$ cat src/design/encoder_out_pkg.sv
// Shared constants and types for the encoder pulse output stage
package encoder_out_pkg;

	// Datapath widths
	localparam int PPR_W   = 19;
	localparam int RATIO_W = 23;
	localparam int POS_W   = 20;
	localparam int ACC_W   = 24;
	localparam int CNT_W   = 16;

	// Output pulses per revolution limits and default
	localparam logic [PPR_W-1:0] PPR_MIN     = 19'h00010;
	localparam logic [PPR_W-1:0] PPR_MAX_20  = 19'h40000;
	localparam logic [PPR_W-1:0] PPR_MAX_18  = 19'h10000;
	localparam logic [PPR_W-1:0] PPR_DEFAULT = 19'h00800;
	localparam logic [PPR_W-1:0] PPR_RATIO   = 19'h00000;

	// Output ratio limits and defaults
	localparam logic [RATIO_W-1:0] RATIO_MIN   = 23'h000001;
	localparam logic [RATIO_W-1:0] RATIO_MAX   = 23'h400000;
	localparam logic [RATIO_W-1:0] NUM_DEFAULT = 23'h000001;
	localparam logic [RATIO_W-1:0] DEN_DEFAULT = 23'h000010;

	// Encoder counts per revolution
	localparam logic [ACC_W-1:0] RES_20 = 24'h100000;
	localparam logic [ACC_W-1:0] RES_18 = 24'h040000;

	// Highest position, also the position wrap mask
	localparam logic [POS_W-1:0] POS_MAX_20 = 20'hFFFFF;
	localparam logic [POS_W-1:0] POS_MAX_18 = 20'h3FFFF;
	localparam logic [POS_W-1:0] POS_ONE    = 20'h00001;
	localparam logic [POS_W-1:0] OFFS_DEFAULT = 20'h00000;

	// Host counts four edges per output pulse
	localparam logic [ACC_W-1:0] QUAD_EDGES = 24'h000004;

	// Setting encodings
	localparam logic LEAD_B_AT_CCW = 1'b0;
	localparam logic FWD_IS_CCW    = 1'b0;

	// Asynchronous index pulse width in ratio mode
	localparam int CLK_MHZ     = 50;
	localparam int Z_PULSE_US  = 125;
	localparam int Z_PULSE_CYC = Z_PULSE_US * CLK_MHZ;

	// Index window state in pulses-per-revolution mode
	typedef enum logic [2:0] {
		Z_IDLE  = 3'b001,
		Z_ARMED = 3'b010,
		Z_HIGH  = 3'b100
	} z_state_t;

endpackage

$ cat src/design/frac_step_divider.sv
// Fractional step divider: inc/mod output steps per input step, reversible
`timescale 1ns/1ps
module frac_step_divider import encoder_out_pkg::*; (
	// Clock and reset
	input  wire logic             clk_sys_i,
	input  wire logic             rst_b_i,
	// Ratio, inc never above mod
	input  wire logic [ACC_W-1:0] inc_i,
	input  wire logic [ACC_W-1:0] mod_i,
	input  wire logic             clear_i,
	// Input steps
	input  wire logic             step_i,
	input  wire logic             ccw_i,
	// Output steps
	output logic                  step_o,
	output logic                  ccw_o
);

	logic [ACC_W-1:0] acc_r;
	logic [ACC_W-1:0] acc_nxt;
	logic             step_nxt;
	logic             ccw_nxt;
	logic [ACC_W:0]   sum;

	// Accumulate; reverse steps undo forward ones exactly, so no drift
	always_comb begin
		sum      = {1'b0, acc_r} + {1'b0, inc_i};
		acc_nxt  = acc_r;
		step_nxt = 1'b0;
		ccw_nxt  = ccw_o;
		if (clear_i) begin
			acc_nxt = '0;
		end else if (step_i && ccw_i) begin
			ccw_nxt = 1'b1;
			if (sum >= {1'b0, mod_i}) begin
				acc_nxt  = ACC_W'(sum - {1'b0, mod_i});
				step_nxt = 1'b1;
			end else begin
				acc_nxt = ACC_W'(sum);
			end
		end else if (step_i) begin
			ccw_nxt = 1'b0;
			if (acc_r >= inc_i) begin
				acc_nxt = acc_r - inc_i;
			end else begin
				acc_nxt  = ACC_W'(({1'b0, acc_r} + {1'b0, mod_i}) - {1'b0, inc_i});
				step_nxt = 1'b1;
			end
		end
	end

	// Register accumulator and step
	always_ff @(posedge clk_sys_i or negedge rst_b_i) begin
		if (!rst_b_i) begin
			acc_r  <= '0;
			step_o <= 1'b0;
			ccw_o  <= 1'b0;
		end else begin
			acc_r  <= acc_nxt;
			step_o <= step_nxt;
			ccw_o  <= ccw_nxt;
		end
	end
endmodule // frac_step_divider

$ cat src/design/pulse_timer.sv
// Fixed-width pulse timer, retriggers ignored while running
`timescale 1ns/1ps
module pulse_timer import encoder_out_pkg::*; #(
	parameter int WIDTH_CYC = Z_PULSE_CYC
) (
	// Clock and reset
	input  wire logic clk_sys_i,
	input  wire logic rst_b_i,
	// Trigger and pulse
	input  wire logic trig_i,
	output logic      pulse_o
);

	logic [CNT_W-1:0] cnt_r;
	logic [CNT_W-1:0] cnt_nxt;

	// Load on trigger when idle, count down otherwise
	always_comb begin
		cnt_nxt = cnt_r;
		if (cnt_r != '0) begin
			cnt_nxt = cnt_r - 1'b1;
		end else if (trig_i) begin
			cnt_nxt = CNT_W'(WIDTH_CYC);
		end
	end

	// Pulse is registered from the next count
	always_ff @(posedge clk_sys_i or negedge rst_b_i) begin
		if (!rst_b_i) begin
			cnt_r   <= '0;
			pulse_o <= 1'b0;
		end else begin
			cnt_r   <= cnt_nxt;
			pulse_o <= (cnt_nxt != '0);
		end
	end
endmodule // pulse_timer

$ cat src/design/encoder_pulse_output_divider.sv
// Encoder emulation output: divided A/B quadrature and Z index pulses
//
// Operation
// Per-revolution mode emits the set pulse count per revolution on A and B.
// Count clamped to 16..262144 (20-bit) or 16..65536 (18-bit).
// Host counts every A/B edge, four counts per output pulse.
// Nonzero count setting: Z aligned with A, same width as A pulse.
// Zero count setting: rate scaled by numerator/denominator, each 1..4194304.
// Ratio mode: Z is asynchronous with fixed 125 us width.
// Numerator above denominator gives a ratio of exactly one.
// Lead setting 0: B leads A at CCW; 1: A leads B.
// Z shifted CCW by offset, at most 1048575 or 262143.
// Offset ignores the rotation direction setting, always counted CCW.
// Homing uses the offset-shifted index position.
// Encoder resolution is 262144 or 1048576 counts per revolution.
// Direction setting 0: forward is CCW; 1: forward is CW.
// Settings are taken once after reset release and then held.
// Ratio mode pulses equal counts/4 times numerator over denominator.
`timescale 1ns/1ps
module encoder_pulse_output_divider import encoder_out_pkg::*; #(
	parameter int Z_PULSE_CYCLES = Z_PULSE_CYC
) (
	// Clock and reset
	input  wire logic               clk_sys_i,
	input  wire logic               rst_b_i,
	// Power-up settings
	input  wire logic               enc_is_20bit_i,
	input  wire logic [PPR_W-1:0]   output_pulses_per_rev_i,
	input  wire logic [RATIO_W-1:0] output_ratio_numerator_i,
	input  wire logic [RATIO_W-1:0] output_ratio_denominator_i,
	input  wire logic               ccw_phase_lead_select_i,
	input  wire logic [POS_W-1:0]   index_position_offset_i,
	input  wire logic               rotation_direction_select_i,
	// Encoder position, counts up in CCW rotation
	input  wire logic [POS_W-1:0]   enc_pos_i,
	// Motion command direction
	input  wire logic               forward_cmd_i,
	// Quadrature outputs to the control connector
	output logic                    quad_out_a_pos_o,
	output logic                    quad_out_a_neg_o,
	output logic                    quad_out_b_pos_o,
	output logic                    quad_out_b_neg_o,
	output logic                    index_out_pos_o,
	output logic                    index_out_neg_o,
	// Homing reference and status
	output logic [POS_W-1:0]        home_ref_pos_o,
	output logic                    home_index_o,
	output logic                    rotate_ccw_o,
	output logic                    cfg_ready_o
);

	// Held settings
	logic               loaded_r,   loaded_nxt;
	logic               is20_r,     is20_nxt;
	logic               per_rev_r,  per_rev_nxt;
	logic [PPR_W-1:0]   ppr_r,      ppr_nxt;
	logic [ACC_W-1:0]   inc_r,      inc_nxt;
	logic [ACC_W-1:0]   mod_r,      mod_nxt;
	logic               lead_r,     lead_nxt;
	logic [POS_W-1:0]   offs_r,     offs_nxt;
	logic               dir_sel_r,  dir_sel_nxt;
	// Clamp helpers
	logic [PPR_W-1:0]   ppr_max;
	logic [PPR_W-1:0]   ppr_c;
	logic [RATIO_W-1:0] num_c;
	logic [RATIO_W-1:0] den_c;
	logic [POS_W-1:0]   offs_max;
	// Position tracking
	logic [POS_W-1:0]   mask;
	logic [POS_W-1:0]   pos_m;
	logic [POS_W-1:0]   diff;
	logic [POS_W-1:0]   prev_r,     prev_nxt;
	logic               enc_step;
	logic               enc_ccw;
	logic               index_evt;
	// Quadrature and index
	logic               div_step;
	logic               div_ccw;
	logic [1:0]         ph_r,       ph_nxt;
	logic               a_r,        a_nxt;
	logic               b_r,        b_nxt;
	z_state_t           z_state_r,  z_state_nxt;
	logic               z_r,        z_nxt;
	logic               z_async;
	logic               home_nxt;
	logic               ccw_nxt;

	// Setting clamps, evaluated from the pins until the settings are taken
	always_comb begin
		ppr_max  = enc_is_20bit_i ? PPR_MAX_20 : PPR_MAX_18;
		offs_max = enc_is_20bit_i ? POS_MAX_20 : POS_MAX_18;
		// clamp pulse count
		ppr_c = (output_pulses_per_rev_i < PPR_MIN) ? PPR_MIN :
			(output_pulses_per_rev_i > ppr_max) ? ppr_max : output_pulses_per_rev_i;
		// clamp ratio terms; out-of-range values are pulled in, not refused
		num_c = (output_ratio_numerator_i < RATIO_MIN) ? RATIO_MIN :
			(output_ratio_numerator_i > RATIO_MAX) ? RATIO_MAX : output_ratio_numerator_i;
		den_c = (output_ratio_denominator_i < RATIO_MIN) ? RATIO_MIN :
			(output_ratio_denominator_i > RATIO_MAX) ? RATIO_MAX : output_ratio_denominator_i;
	end

	// Settings taken once, at the first edge after reset release
	always_comb begin
		loaded_nxt  = 1'b1;
		is20_nxt    = is20_r;
		per_rev_nxt = per_rev_r;
		ppr_nxt     = ppr_r;
		inc_nxt     = inc_r;
		mod_nxt     = mod_r;
		lead_nxt    = lead_r;
		offs_nxt    = offs_r;
		dir_sel_nxt = dir_sel_r;
		// sample once, hold
		if (!loaded_r) begin
			is20_nxt    = enc_is_20bit_i;
			per_rev_nxt = (output_pulses_per_rev_i != PPR_RATIO);
			ppr_nxt     = ppr_c;
			lead_nxt    = ccw_phase_lead_select_i;
			dir_sel_nxt = rotation_direction_select_i;
			// offset limited per encoder
			offs_nxt    = (index_position_offset_i > offs_max) ? offs_max :
				index_position_offset_i;
			if (per_rev_nxt) begin
				// four edges per pulse against one revolution
				inc_nxt = ACC_W'(ppr_c) * QUAD_EDGES;
				// resolution by encoder type
				mod_nxt = enc_is_20bit_i ? RES_20 : RES_18;
			end else begin
				// ratio capped at one
				inc_nxt = (num_c > den_c) ? ACC_W'(den_c) : ACC_W'(num_c);
				// one edge per count times num/den
				mod_nxt = ACC_W'(den_c);
			end
		end
	end

	// Register settings; reset values are the usual defaults
	always_ff @(posedge clk_sys_i or negedge rst_b_i) begin
		if (!rst_b_i) begin
			loaded_r  <= 1'b0;
			is20_r    <= 1'b1;
			per_rev_r <= 1'b1;
			ppr_r     <= PPR_DEFAULT;
			inc_r     <= '0;
			mod_r     <= RES_20;
			lead_r    <= LEAD_B_AT_CCW;
			offs_r    <= OFFS_DEFAULT;
			dir_sel_r <= FWD_IS_CCW;
		end else begin
			loaded_r  <= loaded_nxt;
			is20_r    <= is20_nxt;
			per_rev_r <= per_rev_nxt;
			ppr_r     <= ppr_nxt;
			inc_r     <= inc_nxt;
			mod_r     <= mod_nxt;
			lead_r    <= lead_nxt;
			offs_r    <= offs_nxt;
			dir_sel_r <= dir_sel_nxt;
		end
	end

	// Position step detection; jumps of more than one count resync silently
	always_comb begin
		mask      = loaded_r ? (is20_r ? POS_MAX_20 : POS_MAX_18) :
			(enc_is_20bit_i ? POS_MAX_20 : POS_MAX_18);
		pos_m     = enc_pos_i & mask;
		diff      = (pos_m - prev_r) & mask;
		enc_step  = loaded_r && ((diff == POS_ONE) || (diff == mask));
		enc_ccw   = (diff == POS_ONE);
		prev_nxt  = pos_m;
		// fixed CCW position, direction setting not involved
		index_evt = enc_step && (pos_m == offs_r);
	end

	// Fractional divider from encoder counts to quadrature edges
	frac_step_divider u_div (
		.clk_sys_i (clk_sys_i),
		.rst_b_i   (rst_b_i),
		.inc_i     (inc_r),
		.mod_i     (mod_r),
		.clear_i   (!loaded_r),
		.step_i    (enc_step),
		.ccw_i     (enc_ccw),
		.step_o    (div_step),
		.ccw_o     (div_ccw)
	);

	// Quadrature phase; bit1^bit0 leads bit1 when counting up
	always_comb begin
		ph_nxt = ph_r;
		if (div_step) begin
			ph_nxt = div_ccw ? ph_r + 2'b01 : ph_r - 2'b01;
		end
		// lead phase select
		if (lead_r == LEAD_B_AT_CCW) begin
			a_nxt = ph_nxt[1];
			b_nxt = ph_nxt[1] ^ ph_nxt[0];
		end else begin
			a_nxt = ph_nxt[1] ^ ph_nxt[0];
			b_nxt = ph_nxt[1];
		end
	end

	// Index window follows the next full A pulse after the index
	always_comb begin
		z_state_nxt = z_state_r;
		case (z_state_r)
			Z_IDLE: begin
				if (index_evt && per_rev_r) begin
					z_state_nxt = Z_ARMED;
				end
			end
			Z_ARMED: begin
				// open with A rising
				if (a_nxt && !a_r) begin
					z_state_nxt = Z_HIGH;
				end
			end
			Z_HIGH: begin
				// close with A falling
				if (!a_nxt) begin
					z_state_nxt = Z_IDLE;
				end
			end
			default: begin
				z_state_nxt = Z_IDLE;
			end
		endcase
		// ratio mode takes the timer pulse
		z_nxt    = per_rev_r ? (z_state_nxt == Z_HIGH) : z_async;
		// homing marker on shifted index
		home_nxt = index_evt;
		// forward command to CCW
		ccw_nxt  = forward_cmd_i ^ dir_sel_r;
	end

	// Asynchronous fixed-width index for ratio mode
	pulse_timer #(
		.WIDTH_CYC (Z_PULSE_CYCLES)
	) u_z_timer (
		.clk_sys_i (clk_sys_i),
		.rst_b_i   (rst_b_i),
		.trig_i    (index_evt && !per_rev_r),
		.pulse_o   (z_async)
	);

	// Output and tracking registers
	always_ff @(posedge clk_sys_i or negedge rst_b_i) begin
		if (!rst_b_i) begin
			prev_r       <= '0;
			ph_r         <= 2'b00;
			a_r          <= 1'b0;
			b_r          <= 1'b0;
			z_state_r    <= Z_IDLE;
			z_r          <= 1'b0;
			home_index_o <= 1'b0;
			rotate_ccw_o <= 1'b0;
		end else begin
			prev_r       <= prev_nxt;
			ph_r         <= ph_nxt;
			a_r          <= a_nxt;
			b_r          <= b_nxt;
			z_state_r    <= z_state_nxt;
			z_r          <= z_nxt;
			home_index_o <= home_nxt;
			rotate_ccw_o <= ccw_nxt;
		end
	end

	// Differential pairs are the complement of one flop each
	assign quad_out_a_pos_o = a_r;
	assign quad_out_a_neg_o = ~a_r;
	assign quad_out_b_pos_o = b_r;
	assign quad_out_b_neg_o = ~b_r;
	assign index_out_pos_o  = z_r;
	assign index_out_neg_o  = ~z_r;
	assign home_ref_pos_o   = offs_r;
	assign cfg_ready_o      = loaded_r;
endmodule // encoder_pulse_output_divider

$ cat config.mk
export PLATFORM = sky130hd
export DESIGN_NAME = encoder_pulse_output_divider
export DESIGN_NICKNAME = d
export VERILOG_FILES = /design/src/design/encoder_out_pkg.sv /design/src/design/frac_step_divider.sv /design/src/design/pulse_timer.sv /design/src/design/encoder_pulse_output_divider.sv
export SDC_FILE = /design/constraint.sdc
export NUM_CORES = 1
export LEC_CHECK = 0
export BUFFER_PORTS_ARGS = -buffer_cell sky130_fd_sc_hd__buf_2
export CORE_MARGIN = 10
export CORE_UTILIZATION = 55
export DETAILED_ROUTE_END_ITERATION = 8
export PLACE_DENSITY = 0.75
export SYNTH_ARGS = -nofsm -noshare
export SYNTH_HDL_FRONTEND = slang
export SYNTH_SLANG_ARGS = --single-unit
$ cat constraint.sdc
create_clock -name clk_sys_i -period 5.6 [get_ports clk_sys_i]
set_clock_uncertainty 0.2 [all_clocks]
set_input_delay 1.12 -clock clk_sys_i [delete_from_list [all_inputs] [get_ports clk_sys_i]]
set_output_delay 1.12 -clock clk_sys_i [all_outputs]
set_load 0.005 [all_outputs]
==> flow_metrics.tcl <==
set metrics [dict create \
    crit_path_frequent_cell "nor2_1" \
    powerDensity_nw_per_um2 215 \
    drc 0 \
    p_leak_nw 8.00 \
    outcome "completed" \
    fin_cells 2329 \
    syn_inst 1825 \
    root_buffer "clkbuf_16" \
    synth-seq-area-share_pct 24.3 \
    layout_commonest_cell "inv_1" \
    synth_edf_count 0 \
    critPathRequiredTime_ps 5710 \
    max-vdd-ir-drop_v 0.000206 \
    finalCritPeriodShare_pct 97.9 \
    slowest_delay_ps 500 \
    crit_arrival_ps 5590 \
    antenna_found_initial 0 \
    critPathKind "reg -> reg" \
    crit_chain "ha_1, fa_1, nand2b_1, a221oi_1, o41ai_2, o31ai_1, buf_4, nand2_1, a21oi_1, nor2_1, xnor2_1, ha_1, a21o_1, a21o_1, a21oi_1, nor2_1, nor2_1, o31ai_1, a221oi_2, nand3_2, buf_12, mux2_2, o21ai_0, o21ai_0" \
    worst_slew_pin_slew_ps 1170 \
    area_delta_synth_final_pct 12.9 \
    crit_fanout 15 \
    max_freq_mhz 182 \
    start_kind "register" \
    dp_hpwl_mm 38.7 \
    place_congestion 1.02 \
    syn_avg_cell_area_sq_um 8.13 \
    netlist_area_sq_um 14800 \
    setup_viol 0 \
    dp_cells 2293 \
    track_usage_pct 28.6 \
    overflow 0 \
    slowest_stage "o41ai_2" \
    start_util_pct 55.5 \
    grt_pass1_vias 14134 \
    vias 14608 \
    syn_nets 2104 \
    layout_min_cycle_time_ps 5490 \
    dieHeight_microns 184 \
    synthArstFlopShare_pct 100 \
    layout_common_cells "inv_1 (184), nand2_1 (183), ha_1 (140)" \
    io-pin-count 140 \
    finalMaxSlewViolations 0 \
    clock_sinks 144 \
    routedWlPerCell_microns 21.2 \
    hold_class "reg -> reg" \
    antennaDiodeCount 0 \
    rows 60 \
    ys_seq_elements 144 \
    cp-end-kind "register" \
    cts_tree "built" \
    cts-htree-levels 4 \
    yosys_warnings 0 \
    drtAntennaViolNets 0 \
    hold_viol 0 \
    dieArea_sq_um 34000 \
    yosysUniqueCellTypes 99 \
    firstDrtPassIters 6 \
    clock_path_buffers 2 \
    via_per_inst 6.27 \
    cts_buffers 17 \
    cap_violations 0 \
    fin_total_pwr_mw 3.59 \
    fp.coreArea_sq_um 26700 \
    final_layout_size_suffix_gt1_share_pct 14.4 \
    finalWirelength_mm 49.5 \
    relSlewSlack_pct 19.8 \
    clock_latency_ps 450 \
    grt_pass1_wl_mm 77.1 \
    drt_iter0_markers 1405 \
    fin_nets 2254 \
    place.port_buffers 139 \
    clk_pin_slew_ps 70 \
    grt_max_degree 145 \
    die_w_microns 184 \
    synthFlopType "dfrtp_1" \
]
## path summary, 6_finish.rpt
path | from | to | slack, ps | depth (start not counted)
worst max register to register | u_div.acc_r[0] | u_div.acc_r[8] | 110 | 24
worst min-delay path | dir_sel_r | rotate_ccw_o | 270 | 1
max in group asynchronous | rst_b_i | cfg_ready_o | 3900 | 2
worst min register to register | dir_sel_r | rotate_ccw_o | 270 | 1
min in group asynchronous | rst_b_i | u_div.acc_r[3] | 510 | 2
worst max-delay path | u_div.acc_r[0] | u_div.acc_r[8] | 110 | 24
## synthesized netlist by cell type, types with 35 or more instances
cell	instances	area share [%]
clkbuf_1	43	1.1
nand4_1	38	1.6
a21oi_1	122	4.1
a21o_1	57	2.9
xor2_1	43	2.5
nand2_1	183	4.6
nor2_1	135	3.4
o21ai_0	90	3.0
ha_1	141	12
nor3_1	35	1.2
xnor2_1	79	4.7
dfrtp_1	140	24
inv_1	184	4.7
## per-layer routing
metal / part of all wire, % / wire [microns] / GRT usage, % / vias to the layer above
met1: 44 / 21500 / 38.2 / 6977
met3: 9.5 / 4700 / 6.83 / 117
met4: 3.2 / 1560 / 10.0 / 0
met5: 0 / 0 / 0 / -
met2: 44 / 21700 / 44.2 / 701
li1: - / - / - / 6813
## kinds of logic (layout without fill, tap and decap cells)
kind of cell	Yosys count	after routing	synth area share (%)
DFF	144	144	24.3
xor gates and xnor gates	122	122	7.20
adders and majority gates	168	168	15.5
and+or+nand+nor	601	601	20.3
AOI/OAI and AO/OA	494	494	22.6
muxes	45	45	3.15
other	1	1	0.0253
buffers and inverters	250	413	6.90
## report_power, final
| group | total (mW) | switching [mW] | internal, mW |
|---|---|---|---|
| combinational | 1.28 | 0.745 | 0.536 |
| clock | 1.18 | 0.576 | 0.606 |
| sequential | 1.13 | 0.0488 | 1.08 |
| total | 3.59 | 1.37 | 2.22 |
## registers in the layout, indices dropped and copies added, names as in the netlist, 2 cells and up
name	cells
mod_r	23
u_z_timer.cnt_r	16
inc_r	23
z_state_r	3
ph_r	2
prev_r	20
home_ref_pos_o	20
u_div.acc_r	24
## critical path, delay by kind of cell, from the launching register on
kind                     cells  cell delay, ps
AO/OA/AOI/OAI               11            2310
adder cells (fa/ha/maj)      3             910
multiplexers                 1             290
buffers and inverters        2             360
flip-flops                   1             410
AND/OR/NAND/NOR              6             690
XOR/XNOR                     1             170
## final cells by class
cell class | count | area, sq um
clock inverters | 14 | 145
fillers | 2351 | 9980
inverters | 186 | 698
well taps | 341 | 427
clock buffers | 18 | 439
multi-input cells | 1431 | 10200
flip-flops and latches | 144 | 3610
repair buffers | 195 | 1180
## stage by stage
step / setup slack [ps] / hold slack (ps) / util, % / area (sq um) / setup TNS, ps
after floorplan: 148 / 236 / - / 14800 / 0
after global placement: 119 / 250 / 60.2 / 16100 / 0
after detailed placement: 58.9 / 257 / 60.2 / 16100 / 0
after CTS: 156 / 272 / 62.4 / 16700 / 0
after global routing: -6.70 / 279 / 62.7 / 16700 / -6.70
final: 115 / 266 / 62.7 / 16700 / 0
## timing repair
action	4_1_cts	5_1_grt
gates resized for setup	0	8
hold buffers	0	0
setup buffers	0	4
endpoints found under the setup margin	0	20
Note: power is estimated with default switching activity, not from simulation.
